**src/common/jtg_pkg.sv**
```systemverilog
// Purpose: Shared constants and types for the test port register block.
// Assumes: One sampling clock; the test clock arrives as a plain pin.
// Notes:   Chain lengths, instruction codes and cell layout live here.
`default_nettype none
package jtg_pkg;
    // ------------------------------------------------------------------
    // Chain widths
    // ------------------------------------------------------------------
    localparam int IR_W   = 4;
    localparam int ID_W   = 32;
    localparam int DBG_W  = 35;
    localparam int NPAD   = 8;           // General-purpose pins on the chain.
    localparam int CELL_N = 3;           // Cells per pin.
    localparam int CELL_I = 0;           // Input cell position within a pin.
    localparam int CELL_O = 1;           // Output cell position within a pin.
    localparam int CELL_E = 2;           // Output enable cell position.
    localparam int BS_RST = CELL_N * NPAD;   // Observe-only reset cell.
    localparam int BS_W   = BS_RST + 1;

    // ------------------------------------------------------------------
    // Instruction codes
    // ------------------------------------------------------------------
    localparam logic [IR_W-1:0] IR_EXTEST = 4'h0;
    localparam logic [IR_W-1:0] IR_INTEST = 4'h1;
    localparam logic [IR_W-1:0] IR_SAMPLE = 4'h2;
    localparam logic [IR_W-1:0] IR_ABORT  = 4'h8;
    localparam logic [IR_W-1:0] IR_DPACC  = 4'ha;
    localparam logic [IR_W-1:0] IR_APACC  = 4'hb;
    localparam logic [IR_W-1:0] IR_IDCODE = 4'he;
    localparam logic [IR_W-1:0] IR_BYPASS = 4'hf;
    localparam logic [IR_W-1:0] IR_CAPT   = 4'h1;   // Fixed capture pattern.

    // Arbitrary identification word; bit 0 is forced to one anyway.
    localparam logic [ID_W-1:0] ID_DEF    = 32'h0123_4001;

    // Debug chain numbers, also the select code driven to the access port.
    localparam int DBG_N = 3;
    localparam logic [1:0] DSEL_ABORT = 2'h0;
    localparam logic [1:0] DSEL_DP    = 2'h1;
    localparam logic [1:0] DSEL_AP    = 2'h2;

    typedef enum logic [3:0] {
        TAP_RESET = 4'b0000, TAP_IDLE  = 4'b0001, TAP_SELDR = 4'b0010,
        TAP_CAPDR = 4'b0011, TAP_SHDR  = 4'b0100, TAP_EX1DR = 4'b0101,
        TAP_PADR  = 4'b0110, TAP_EX2DR = 4'b0111, TAP_UPDR  = 4'b1000,
        TAP_SELIR = 4'b1001, TAP_CAPIR = 4'b1010, TAP_SHIR  = 4'b1011,
        TAP_EX1IR = 4'b1100, TAP_PAIR  = 4'b1101, TAP_EX2IR = 4'b1110,
        TAP_UPIR  = 4'b1111
    } jtg_tap_t;
endpackage
`default_nettype wire

```
**src/verilog/jtg_regs.sv**
```systemverilog
// Purpose: Instruction and data register chains of the test access port.
// Assumes: mclk runs at least eight times faster than tck.
// Notes:   All pins are synchronised; tck edges are found by sampling.
//
// How it works
// - Four-bit instruction shift chain with a parallel holding register.
// - Only Update-IR and Test-Logic-Reset change the active instruction; shifting never does.
// - Codes 0000, 0001, 0010 select the boundary chain.
// - Codes 1000, 1010, 1011 select the abort, DP and AP chains.
// - Code 1110 selects identification, 1111 a one-bit bypass stage.
// - Any unlisted code behaves exactly like bypass.
// - External test drives pads from held output and enable cells.
// - Internal test feeds core inputs from held input cells.
// - System reset is an observe-only cell, never overridden.
// - Boundary chain stays capturable and shiftable under both test modes.
// - Sample/preload captures pad input, output, enable at Capture-DR.
// - Shift-DR moves one bit per tck, out on tdo, in from tdi.
// - Entering Update-DR copies the boundary chain into holding cells.
// - Three cells per pin: input, output, enable, from the port side.
// - Identification becomes active on reset, trst, and Test-Logic-Reset.
// - Identification chain is 32 bits with bit zero always one.
// - Bypass chain is one bit and captures zero.
// - Identification chain shifts out the fixed identification word.
// - Abort, DP and AP chains are 35 bits each.
// - Abort chain data goes to the access port to clear flags.
// - DP and AP chains read and write the access port registers.
// - No chain is reachable except serially through the test port.
`timescale 1ns/10ps
`default_nettype none

module jtg_regs #(
    parameter logic [jtg_pkg::ID_W-1:0] ID_CODE = jtg_pkg::ID_DEF  // Arbitrary value.
) (
    input  wire logic                     mclk,
    input  wire logic                     reset,
    input  wire logic                     tck,
    input  wire logic                     tms,
    input  wire logic                     tdi,
    input  wire logic                     trstN,
    output logic                          tdo,
    output logic                          tdoOeN,
    input  wire logic [jtg_pkg::NPAD-1:0] padIn,
    output logic      [jtg_pkg::NPAD-1:0] padOut,
    output logic      [jtg_pkg::NPAD-1:0] padOeN,
    input  wire logic                     sysRstN,
    input  wire logic [jtg_pkg::NPAD-1:0] coreOut,
    input  wire logic [jtg_pkg::NPAD-1:0] coreOe,
    output logic      [jtg_pkg::NPAD-1:0] coreIn,
    input  wire logic [jtg_pkg::DBG_W-1:0] accRdata,
    output logic      [jtg_pkg::DBG_W-1:0] accWdata,
    output logic      [1:0]               accSel,
    output logic                          accWrite
);
    import jtg_pkg::*;

    // ------------------------------------------------------------------
    // Pin synchronisers
    // ------------------------------------------------------------------
    // All pins share one depth so tck, tms and tdi stay aligned.
    localparam int SW = 4 + NPAD + 1;
    logic [SW-1:0] syncA_r;
    logic [SW-1:0] syncB_r;
    logic          tckPrev_r;

    always_ff @(posedge mclk or posedge reset) begin
        if (reset) begin
            // The tck bits rest at its idle high level, so no false edge follows reset.
            syncA_r   <= SW'(1);
            syncB_r   <= SW'(1);
            tckPrev_r <= 1'b1;
        end else begin
            syncA_r   <= {sysRstN, padIn, trstN, tdi, tms, tck};
            syncB_r   <= syncA_r;
            tckPrev_r <= syncB_r[0];
        end
    end

    wire            tckS    = syncB_r[0];
    wire            tmsS    = syncB_r[1];
    wire            tdiS    = syncB_r[2];
    wire            trstS   = ~syncB_r[3];
    wire [NPAD-1:0] padInS  = syncB_r[4 +: NPAD];
    wire            sysRstS = syncB_r[SW-1];
    wire            tckRise = tckS & ~tckPrev_r;
    wire            tckFall = ~tckS & tckPrev_r;

    // ------------------------------------------------------------------
    // Test access port state
    // ------------------------------------------------------------------
    jtg_tap_t tap_r;
    jtg_tap_t tap_nxt;

    // Standard sixteen-state walk, stepped only on a sampled rising edge.
    always_comb begin
        tap_nxt = tap_r;
        case (tap_r)
            TAP_RESET: tap_nxt = tmsS ? TAP_RESET : TAP_IDLE;
            TAP_IDLE:  tap_nxt = tmsS ? TAP_SELDR : TAP_IDLE;
            TAP_SELDR: tap_nxt = tmsS ? TAP_SELIR : TAP_CAPDR;
            TAP_CAPDR: tap_nxt = tmsS ? TAP_EX1DR : TAP_SHDR;
            TAP_SHDR:  tap_nxt = tmsS ? TAP_EX1DR : TAP_SHDR;
            TAP_EX1DR: tap_nxt = tmsS ? TAP_UPDR  : TAP_PADR;
            TAP_PADR:  tap_nxt = tmsS ? TAP_EX2DR : TAP_PADR;
            TAP_EX2DR: tap_nxt = tmsS ? TAP_UPDR  : TAP_SHDR;
            TAP_UPDR:  tap_nxt = tmsS ? TAP_SELDR : TAP_IDLE;
            TAP_SELIR: tap_nxt = tmsS ? TAP_RESET : TAP_CAPIR;
            TAP_CAPIR: tap_nxt = tmsS ? TAP_EX1IR : TAP_SHIR;
            TAP_SHIR:  tap_nxt = tmsS ? TAP_EX1IR : TAP_SHIR;
            TAP_EX1IR: tap_nxt = tmsS ? TAP_UPIR  : TAP_PAIR;
            TAP_PAIR:  tap_nxt = tmsS ? TAP_EX2IR : TAP_PAIR;
            TAP_EX2IR: tap_nxt = tmsS ? TAP_UPIR  : TAP_SHIR;
            TAP_UPIR:  tap_nxt = tmsS ? TAP_SELDR : TAP_IDLE;
            default:   tap_nxt = TAP_RESET;
        endcase
    end

    always_ff @(posedge mclk or posedge reset) begin
        if (reset) begin
            tap_r <= TAP_RESET;
        end else if (trstS) begin
            tap_r <= TAP_RESET;
        end else if (tckRise) begin
            tap_r <= tap_nxt;
        end
    end

    // Actions on a sampled rising edge, keyed on the state being left; updates are keyed on the state being entered.
    wire capDr = tckRise & (tap_r == TAP_CAPDR);
    wire shDr  = tckRise & (tap_r == TAP_SHDR);
    wire upDr  = tckRise & (tap_r != TAP_UPDR) & (tap_nxt == TAP_UPDR);
    wire capIr = tckRise & (tap_r == TAP_CAPIR);
    wire shIr  = tckRise & (tap_r == TAP_SHIR);
    wire upIr  = tckRise & (tap_r != TAP_UPIR) & (tap_nxt == TAP_UPIR);
    wire tlr   = trstS | (tap_r == TAP_RESET);

    // ------------------------------------------------------------------
    // Instruction register
    // ------------------------------------------------------------------
    logic [IR_W-1:0] irSh_r;
    logic [IR_W-1:0] ir_r;

    always_ff @(posedge mclk or posedge reset) begin
        if (reset) begin
            irSh_r <= IR_IDCODE;
            ir_r   <= IR_IDCODE;
        end else begin
            if (capIr) begin
                irSh_r <= IR_CAPT;
            end else if (shIr) begin
                irSh_r <= {tdiS, irSh_r[IR_W-1:1]};
            end
            if (tlr) begin
                ir_r <= IR_IDCODE;
            end else if (upIr) begin
                ir_r <= irSh_r;
            end
        end
    end

    // Decode; anything unlisted falls to bypass so tdo always has a path.
    wire isExt = (ir_r == IR_EXTEST);
    wire isInt = (ir_r == IR_INTEST);
    wire isBs  = isExt | isInt | (ir_r == IR_SAMPLE);
    wire isAb  = (ir_r == IR_ABORT);
    wire isDp  = (ir_r == IR_DPACC);
    wire isAp  = (ir_r == IR_APACC);
    wire isId  = (ir_r == IR_IDCODE);
    wire isDbg = isAb | isDp | isAp;
    wire isByp = ~(isBs | isDbg | isId);
    wire [DBG_N-1:0] dbgOn = {isAp, isDp, isAb};

    // ------------------------------------------------------------------
    // Identification and bypass chains
    // ------------------------------------------------------------------
    logic [ID_W-1:0] idSh_r;
    logic            bypSh_r;

    always_ff @(posedge mclk or posedge reset) begin
        if (reset) begin
            idSh_r  <= '0;
            bypSh_r <= 1'b0;
        end else begin
            if (capDr && isId) begin
                idSh_r <= {ID_CODE[ID_W-1:1], 1'b1};
            end else if (shDr && isId) begin
                idSh_r <= {tdiS, idSh_r[ID_W-1:1]};
            end
            if (capDr && isByp) begin
                bypSh_r <= 1'b0;
            end else if (shDr && isByp) begin
                bypSh_r <= tdiS;
            end
        end
    end

    // ------------------------------------------------------------------
    // Debug access chains
    // ------------------------------------------------------------------
    // Fields inside the words are the access port's business; the chains
    // only carry them, which keeps this block independent of that format.
    logic [DBG_W-1:0] dbgSh_r [DBG_N];

    for (genvar c = 0; c < DBG_N; c++) begin : g_dbg
        always_ff @(posedge mclk or posedge reset) begin
            if (reset) begin
                dbgSh_r[c] <= '0;
            end else if (capDr && dbgOn[c]) begin
                dbgSh_r[c] <= accRdata;
            end else if (shDr && dbgOn[c]) begin
                dbgSh_r[c] <= {tdiS, dbgSh_r[c][DBG_W-1:1]};
            end
        end
    end

    wire [1:0] dselNxt = isAb ? DSEL_ABORT : (isDp ? DSEL_DP : DSEL_AP);
    wire [DBG_W-1:0] dbgCur = isAb ? dbgSh_r[0] : (isDp ? dbgSh_r[1] : dbgSh_r[2]);

    // One-cycle write pulse with the word and chain held until the next one.
    always_ff @(posedge mclk or posedge reset) begin
        if (reset) begin
            accWdata <= '0;
            accSel   <= DSEL_ABORT;
            accWrite <= 1'b0;
        end else begin
            accWrite <= upDr & isDbg;
            if (upDr && isDbg) begin
                accWdata <= dbgCur;
                accSel   <= dselNxt;
            end
        end
    end

    // ------------------------------------------------------------------
    // Boundary chain
    // ------------------------------------------------------------------
    logic [BS_W-1:0] bsSh_r;
    logic [BS_W-1:0] bsHold_r;
    wire  [BS_W-1:0] bsCap;
    logic [NPAD-1:0] padOe_r;     // Active-high copy of what drives the pad.

    // Pin 0 sits next to the port pins and lands nearest tdo.
    for (genvar p = 0; p < NPAD; p++) begin : g_cell
        assign bsCap[CELL_N*p + CELL_I] = padInS[p];
        assign bsCap[CELL_N*p + CELL_O] = padOut[p];
        assign bsCap[CELL_N*p + CELL_E] = padOe_r[p];
    end
    assign bsCap[BS_RST] = sysRstS;

    always_ff @(posedge mclk or posedge reset) begin
        if (reset) begin
            bsSh_r   <= '0;
            bsHold_r <= '0;
        end else begin
            if (capDr && isBs) begin
                bsSh_r <= bsCap;
            end else if (shDr && isBs) begin
                bsSh_r <= {tdiS, bsSh_r[BS_W-1:1]};
            end
            if (upDr && isBs) begin
                bsHold_r <= bsSh_r;
            end
        end
    end

    // Pad and core muxes; the reset cell's held bit drives nothing at all.
    for (genvar p = 0; p < NPAD; p++) begin : g_pad
        always_ff @(posedge mclk or posedge reset) begin
            if (reset) begin
                padOut[p]  <= 1'b0;
                padOe_r[p] <= 1'b0;
                padOeN[p]  <= 1'b1;
                coreIn[p]  <= 1'b0;
            end else begin
                padOut[p]  <= isExt ? bsHold_r[CELL_N*p + CELL_O] : coreOut[p];
                padOe_r[p] <= isExt ? bsHold_r[CELL_N*p + CELL_E] : coreOe[p];
                padOeN[p]  <= ~(isExt ? bsHold_r[CELL_N*p + CELL_E] : coreOe[p]);
                coreIn[p]  <= isInt ? bsHold_r[CELL_N*p + CELL_I] : padInS[p];
            end
        end
    end

    // ------------------------------------------------------------------
    // Test data out
    // ------------------------------------------------------------------
    // The selected chain's low bit goes out on the falling edge, giving
    // the tester half a tck period, less the synchroniser delay, of setup before its next rising edge.
    wire drBit = isBs ? bsSh_r[0] : (isDbg ? dbgCur[0] : (isId ? idSh_r[0] : bypSh_r));
    wire inSh  = (tap_r == TAP_SHDR) | (tap_r == TAP_SHIR);

    always_ff @(posedge mclk or posedge reset) begin
        if (reset) begin
            tdo    <= 1'b0;
            tdoOeN <= 1'b1;
        end else if (tckFall) begin
            tdo    <= (tap_r == TAP_SHIR) ? irSh_r[0] : drBit;
            tdoOeN <= ~inSh;
        end
    end
endmodule

`default_nettype wire

```
**config.mk**
```make
export PLATFORM = sky130hd
export DESIGN_NAME = jtg_regs
export DESIGN_NICKNAME = d
export VERILOG_FILES = /design/src/common/jtg_pkg.sv /design/src/verilog/jtg_regs.sv
export SDC_FILE = /design/constraint.sdc
export NUM_CORES = 1
export LEC_CHECK = 0
export ABC_AREA = 1
export BUFFER_PORTS_ARGS = -buffer_cell sky130_fd_sc_hd__buf_2
export CAP_MARGIN = 30
export CORE_UTILIZATION = 45
export CTS_CLUSTER_DIAMETER = 150
export DETAILED_ROUTE_END_ITERATION = 12
export HOLD_SLACK_MARGIN = 0.15
export PLACE_DENSITY = 0.66
export SLEW_MARGIN = 30
export SYNTH_ARGS = -nofsm -noshare
export SYNTH_HDL_FRONTEND = slang
export SYNTH_SLANG_ARGS = --single-unit
```
**constraint.sdc**
```tcl
create_clock -name mclk -period 8.5 [get_ports mclk]
set_input_delay 0.425 -clock mclk [delete_from_list [all_inputs] [get_ports mclk]]
set_output_delay 0.425 -clock mclk [all_outputs]
set_load 0.05 [all_outputs]
```
-- Word-level counts from Yosys, hierarchy flattened
Cells that the tools add are included.
- input bits: 66
- register bits after elaboration: 298
- output and inout port bits: 64
- reductions and logical operators: 27
- bitwise logic cells: 32
- multiplexer cells: 63
- eq/ne operators: 26
- operators by type and width (operator ; number):
    $mux W35 ; 8
    $mux W32 ; 2
    $eq A4 B4 Y1 const B ; 14
    $mux W25 ; 2
    $pmux W4 S12 ; 1
    $mux W4 ; 10
    $mux W1 ; 33
    $eq A4 B3 Y1 const B ; 4
    $reduce_bool A2 Y1 ; 8
    $logic_and A1 B1 Y1 ; 14
    $not A1 Y1 ; 13
    $eq A4 B2 Y1 const B ; 3
    $and A1 B1 Y1 ; 11
    $mux W2 ; 5
    $eq A4 B1 Y1 const B ; 2
    $logic_not A4 Y1 ; 2
    $ne A4 B4 Y1 const B ; 2
    $or A1 B1 Y1 ; 8
    $mux W3 ; 2
    $reduce_or A2 Y1 ; 2
    $reduce_or A3 Y1 ; 1
    $ne A2 B1 Y1 const B ; 1

-- Logic depth before layout (Yosys ltp)
- depth after elaboration: 9
- mapped depth: 11
- mapped depth without buffers: 10

-- Worst setup path before layout
No wires, ideal clock.
- kind: flip-flop to flip-flop
- start point: register syncB_r[0]
- end point: register dbgSh_r[2] in the netlist's numbering
- required time: 8.370 ns
- clock period less this slack: 1.754 ns
- arrival time: 1.624 ns
- slack: 6.746 ns
- stages on the path, launching flop included: 10
- path buffers: 2
- library setup time: 0.130 ns
- cell sequence: dfstp_2 > inv_1 > nor2_2 > nand3_4 > buf_2 > buf_2 > nor2_1 > inv_1 > o211ai_1 > o21ai_0
- cells in the longest elaborated chain, start to end: 4
- elaborated cells on any way between the ends: 7
- those cells by class: mux (1); bitwise (3); reduce/logical (3)
- RTL lines (what ; RTL line ; text):
    start: declaration ; jtg_regs.sv:62 ; logic [SW-1:0] syncB_r;
    start signal: assignment ; jtg_regs.sv:73 ; syncB_r <= syncA_r;
    $and A1 B1 Y1 * ; jtg_regs.sv:84 ; wire tckRise = tckS & ~tckPrev_r;
    $and A1 B1 Y1 (on tied branches) ; jtg_regs.sv:128, jtg_regs.sv:129 ;
    $logic_and A1 B1 Y1 (on tied branches) ; jtg_regs.sv:207, jtg_regs.sv:209 ;
    $mux W35 or $reduce_bool A2 Y1 (tied branches) ; n/a ;
    end signal: indexed assignment ; jtg_regs.sv:208 ; dbgSh_r[c] <= accRdata;
    end signal: indexed assignment ; jtg_regs.sv:210 ; dbgSh_r[c] <= {tdiS, dbgSh_r[c][DBG_W-1:1]};
    end: declaration ; jtg_regs.sv:201 ; logic [DBG_W-1:0] dbgSh_r [DBG_N];
Mark *: on every way between the ends. The rest lies on a longest branch, timed or not.
A chain may end at the register's enable or synchronous reset.

-- Worst setup path after layout
- start point: register ir_r[1]
- end point: register dbgSh_r[45] in the netlist's numbering
- cells in the longest elaborated chain, start to end: 3
- elaborated cells on any way between the ends: 5
- those cells by class: eq/ne (1); mux (1); reduce/logical (3)
- RTL lines (what ; RTL line ; text):
    start: declaration ; jtg_regs.sv:140 ; logic [IR_W-1:0] ir_r;
    start signal: assignment ; jtg_regs.sv:155 ; ir_r <= irSh_r;
    $eq A4 B4 Y1 * ; jtg_regs.sv:165 ; wire isDp = (ir_r == IR_DPACC);
    $logic_and A1 B1 Y1 (on tied branches) ; jtg_regs.sv:207, jtg_regs.sv:209 ;
    $mux W35 or $reduce_bool A2 Y1 (tied branches) ; n/a ;
Marked as above.

==> run summary <==
Main synth FF type - dfrtp_1
die span in y - 172 µm
number of synthesized register bits - 298
max_cap viols - 0
Antenna Nets Post-Route - 0
postcts setup bufs - 0
placed cell area - 0.0139 mm²
HPWL after DPL - 21500 µm
number of enable flip-flop cells after synthesis - 0
clk sink count - 298
Clock Skew - 0.0151 ns
Final #Nets - 1671
achievable frequency - 0.277 GHz
cts hold-fix bufs - 36
Via Count - 10900
Cell variety after synth - 33
top cells by area, synth - dfrtp_1, o21ai_0, nand2_1, dfstp_2, inv_1
GR Overflow Total - 0
vias in the first global route - 10900
DRC violations left - 0
Synth warnings - 0
post-layout util - 0.543
critical-path cell list - inv_1, nor2_1, nand2_2, inv_2, nand2_2, o31ai_1
Tot Pwr - 2960 µW
final wirelength - 34900 µm
CP endpoint kind - register
first-pass GRT wire length - 56500 µm
number of fill cells - 2613
Worst path most repeated cell - nand2_2
reg2reg start - ir_r[1]$_DFFE_PP1P_
multi-input logic area - 0.00461 mm²
Max Transition Viols Final - 0
pin count of the biggest net entering global routing - 78
Die Width - 172 µm
cts repair resizes - 0
ys async rst share - 1.00
drt pass-1 iters - 5
Max Buffers Root-to-Sink - 3
Most Used Layer, Global Route - met2
total CTS buffers - 31
n_diodes - 0
Post-Syn Instances - 1484
crit path from - ir_r[1]$_DFFE_PP1P_
port bufs - 129
share of cells above drive strength 1 - 0.152
Final Non-Filler Cells - 2006
initial core utilization - 0.463
CTS tree - built
worst stage delay on the critical path - 0.83 ns
Setup violations, final - 0
sequential share of the synthesized area - 0.575
Max IR drop VDD - 0.000175 V
run status - finished clean
GR Layer Usage met1 - 0.337
crit path max fanout - 46
Clock Latency Late Sink - 0.55 ns
Hold Startpoint - accRdata[11]
post-route setup TNS - 0 ns
DR WL/cell - 17.4 µm
Max transition margin - 0.361
setup repair after global routing missed its margin - no
clk slew on worst S/H paths - 0.06 ns
GRT Util Overall - 0.243
Fin. Hold Viols - 0
H-tree depth - 1
DIE AREA - 0.0296 mm²
Ports - 130
Critical Path AT - 4.05 ns
met2 Resource Use GR - 0.391
WS Path Type - reg -> reg
Post-synth top cells - nand2_1, o21ai_0, dfrtp_1
initial antenna violation count - 1
minimum clock period - 3.62 ns
Cells after DPL - 1914
clock root buffer - clkbuf_16
mapped cell area - 0.0130 mm²
Req. time, crit path - 8.93 ns
Vias/cell - 5.45
Power Density - 194 mW/mm²
initial DRC count - 824
Buf+Inv Stages, Crit Path - 2
Synth top area share - 0.539
Top delay family on crit path - simple AND/OR/NAND/NOR gates
Rows - 61
crit start category - register
core area - 0.0281 mm²
GRT met3 Usage - 0.0387
gpl congestion - 0.857
Slowest-stage cell, CP - inv_2
top-count cell post-synth - nand2_1
final period utilization - 0.425
Worst-Margin Slew - 0.956 ns
Design Area, Final - 0.0153 mm²
cell taking the most area after synthesis - dfrtp_1
Avg Cell Area, Syn - 8.76 µm²
LEAKAGE - 0.00726 µW
Synth Net Count - 1550
Hold Crit Class - in -> reg
Area growth, synth to finish - 17.3%
Reg area - 0.00748 mm²
## layer usage
| layer | up-vias | share of wire | wire (µm) |
|---|---|---|---|
| met5 | - | 0.00029 | 10 |
| met4 | 2 | 0.026 | 911 |
| met3 | 71 | 0.071 | 2480 |
| met2 | 387 | 0.46 | 15900 |
| met1 | 5319 | 0.45 | 15600 |
| li1 | 5154 | - | - |
## path summary, 6_finish.rpt
check | end | slack, ns | cells past startpoint
max in group asynchronous | dbgSh_r[41]$_DFFE_PP0P_ | 6.20 | 5
min reg2reg | syncB_r[6]$_DFF_PP0_ | 0.35 | 0
min | dbgSh_r[81]$_DFFE_PP0P_ | 0.17 | 3
max | dbgSh_r[45]$_DFFE_PP0P_ | 4.88 | 6
min in group asynchronous | dbgSh_r[96]$_DFFE_PP0P_ | 0.42 | 3
max reg2reg | dbgSh_r[45]$_DFFE_PP0P_ | 4.88 | 6
## state kept, by name, summed over array words and instances (netlist names), 2 cells and up
signal / flops
bsCap: 8
coreIn: 8
bsSh_r: 25
ir_r: 4
dbgSh_r: 105
tap_r: 4
padOut: 8
irSh_r: 4
syncA_r: 13
padOeN: 8
bsHold_r: 24
idSh_r: 32
accSel: 2
syncB_r: 13
accWdata: 35
## worst reg2reg max path, delay by kind of cell, from the launching register on
family / cells / cell delay (ns)
simple gates: 3 / 1.52
buf+inv: 2 / 0.92
flops: 1 / 0.57
compound gates: 1 / 0.51
## where the power goes
group | internal (µW) | leakage [µW] | total [µW] | switching, µW
combinational | 42.7 | 0.00331 | 137 | 94.5
clock | 806 | 0.000509 | 1360 | 558
sequential | 1450 | 0.00343 | 1460 | 13.3
## logic make-up (layout without fill, tap and decap cells)
| family | Yosys count | count (layout) | share of synthesized area |
|---|---|---|---|
| and+or+nand+nor | 498 | 498 | 0.155 |
| AOI/OAI and AO/OA | 461 | 461 | 0.198 |
| DFF | 298 | 298 | 0.575 |
| buffers and inverters | 227 | 371 | 0.0720 |
## per-stage QoR
stage                     setup WS [ns]  hold slack, ns
final                              4.88           0.168
after global routing               4.67           0.167
after CTS                          4.98           0.153
after detailed placement           4.99           0.335
after global placement             5.15           0.332
after floorplan                    4.13           0.331
## cells in the final DEF, fill, tap and decap left out, drive strengths merged, types with 2 or more instances in the layout
cell type	Yosys	routed
o31ai	21	21
clkbuf	44	45
o221ai	16	16
nand4	2	2
nor3	3	3
nor2	83	83
dlygate4sd3	0	36
buf	47	143
a31oi	7	7
inv	135	135
or2	4	4
a21oi	46	46
o21ai	309	309
dfstp	18	18
nand2	377	377
bufinv	0	2
clkinvlp	0	3
o22ai	13	13
o211ai	47	47
clkinv	1	7
nand3b	2	2
nand3	27	27
dfrtp	280	280
## final cells by class
cell class | instances | area share
well taps | 378 | 0.0310
inverters | 136 | 0.0337
multi-input cells | 959 | 0.302
clock buffers | 45 | 0.0602
flip-flops and latches | 298 | 0.490
clock inverters | 11 | 0.00746
repair buffers | 179 | 0.0754
Note: power is estimated with default switching activity, not from simulation.
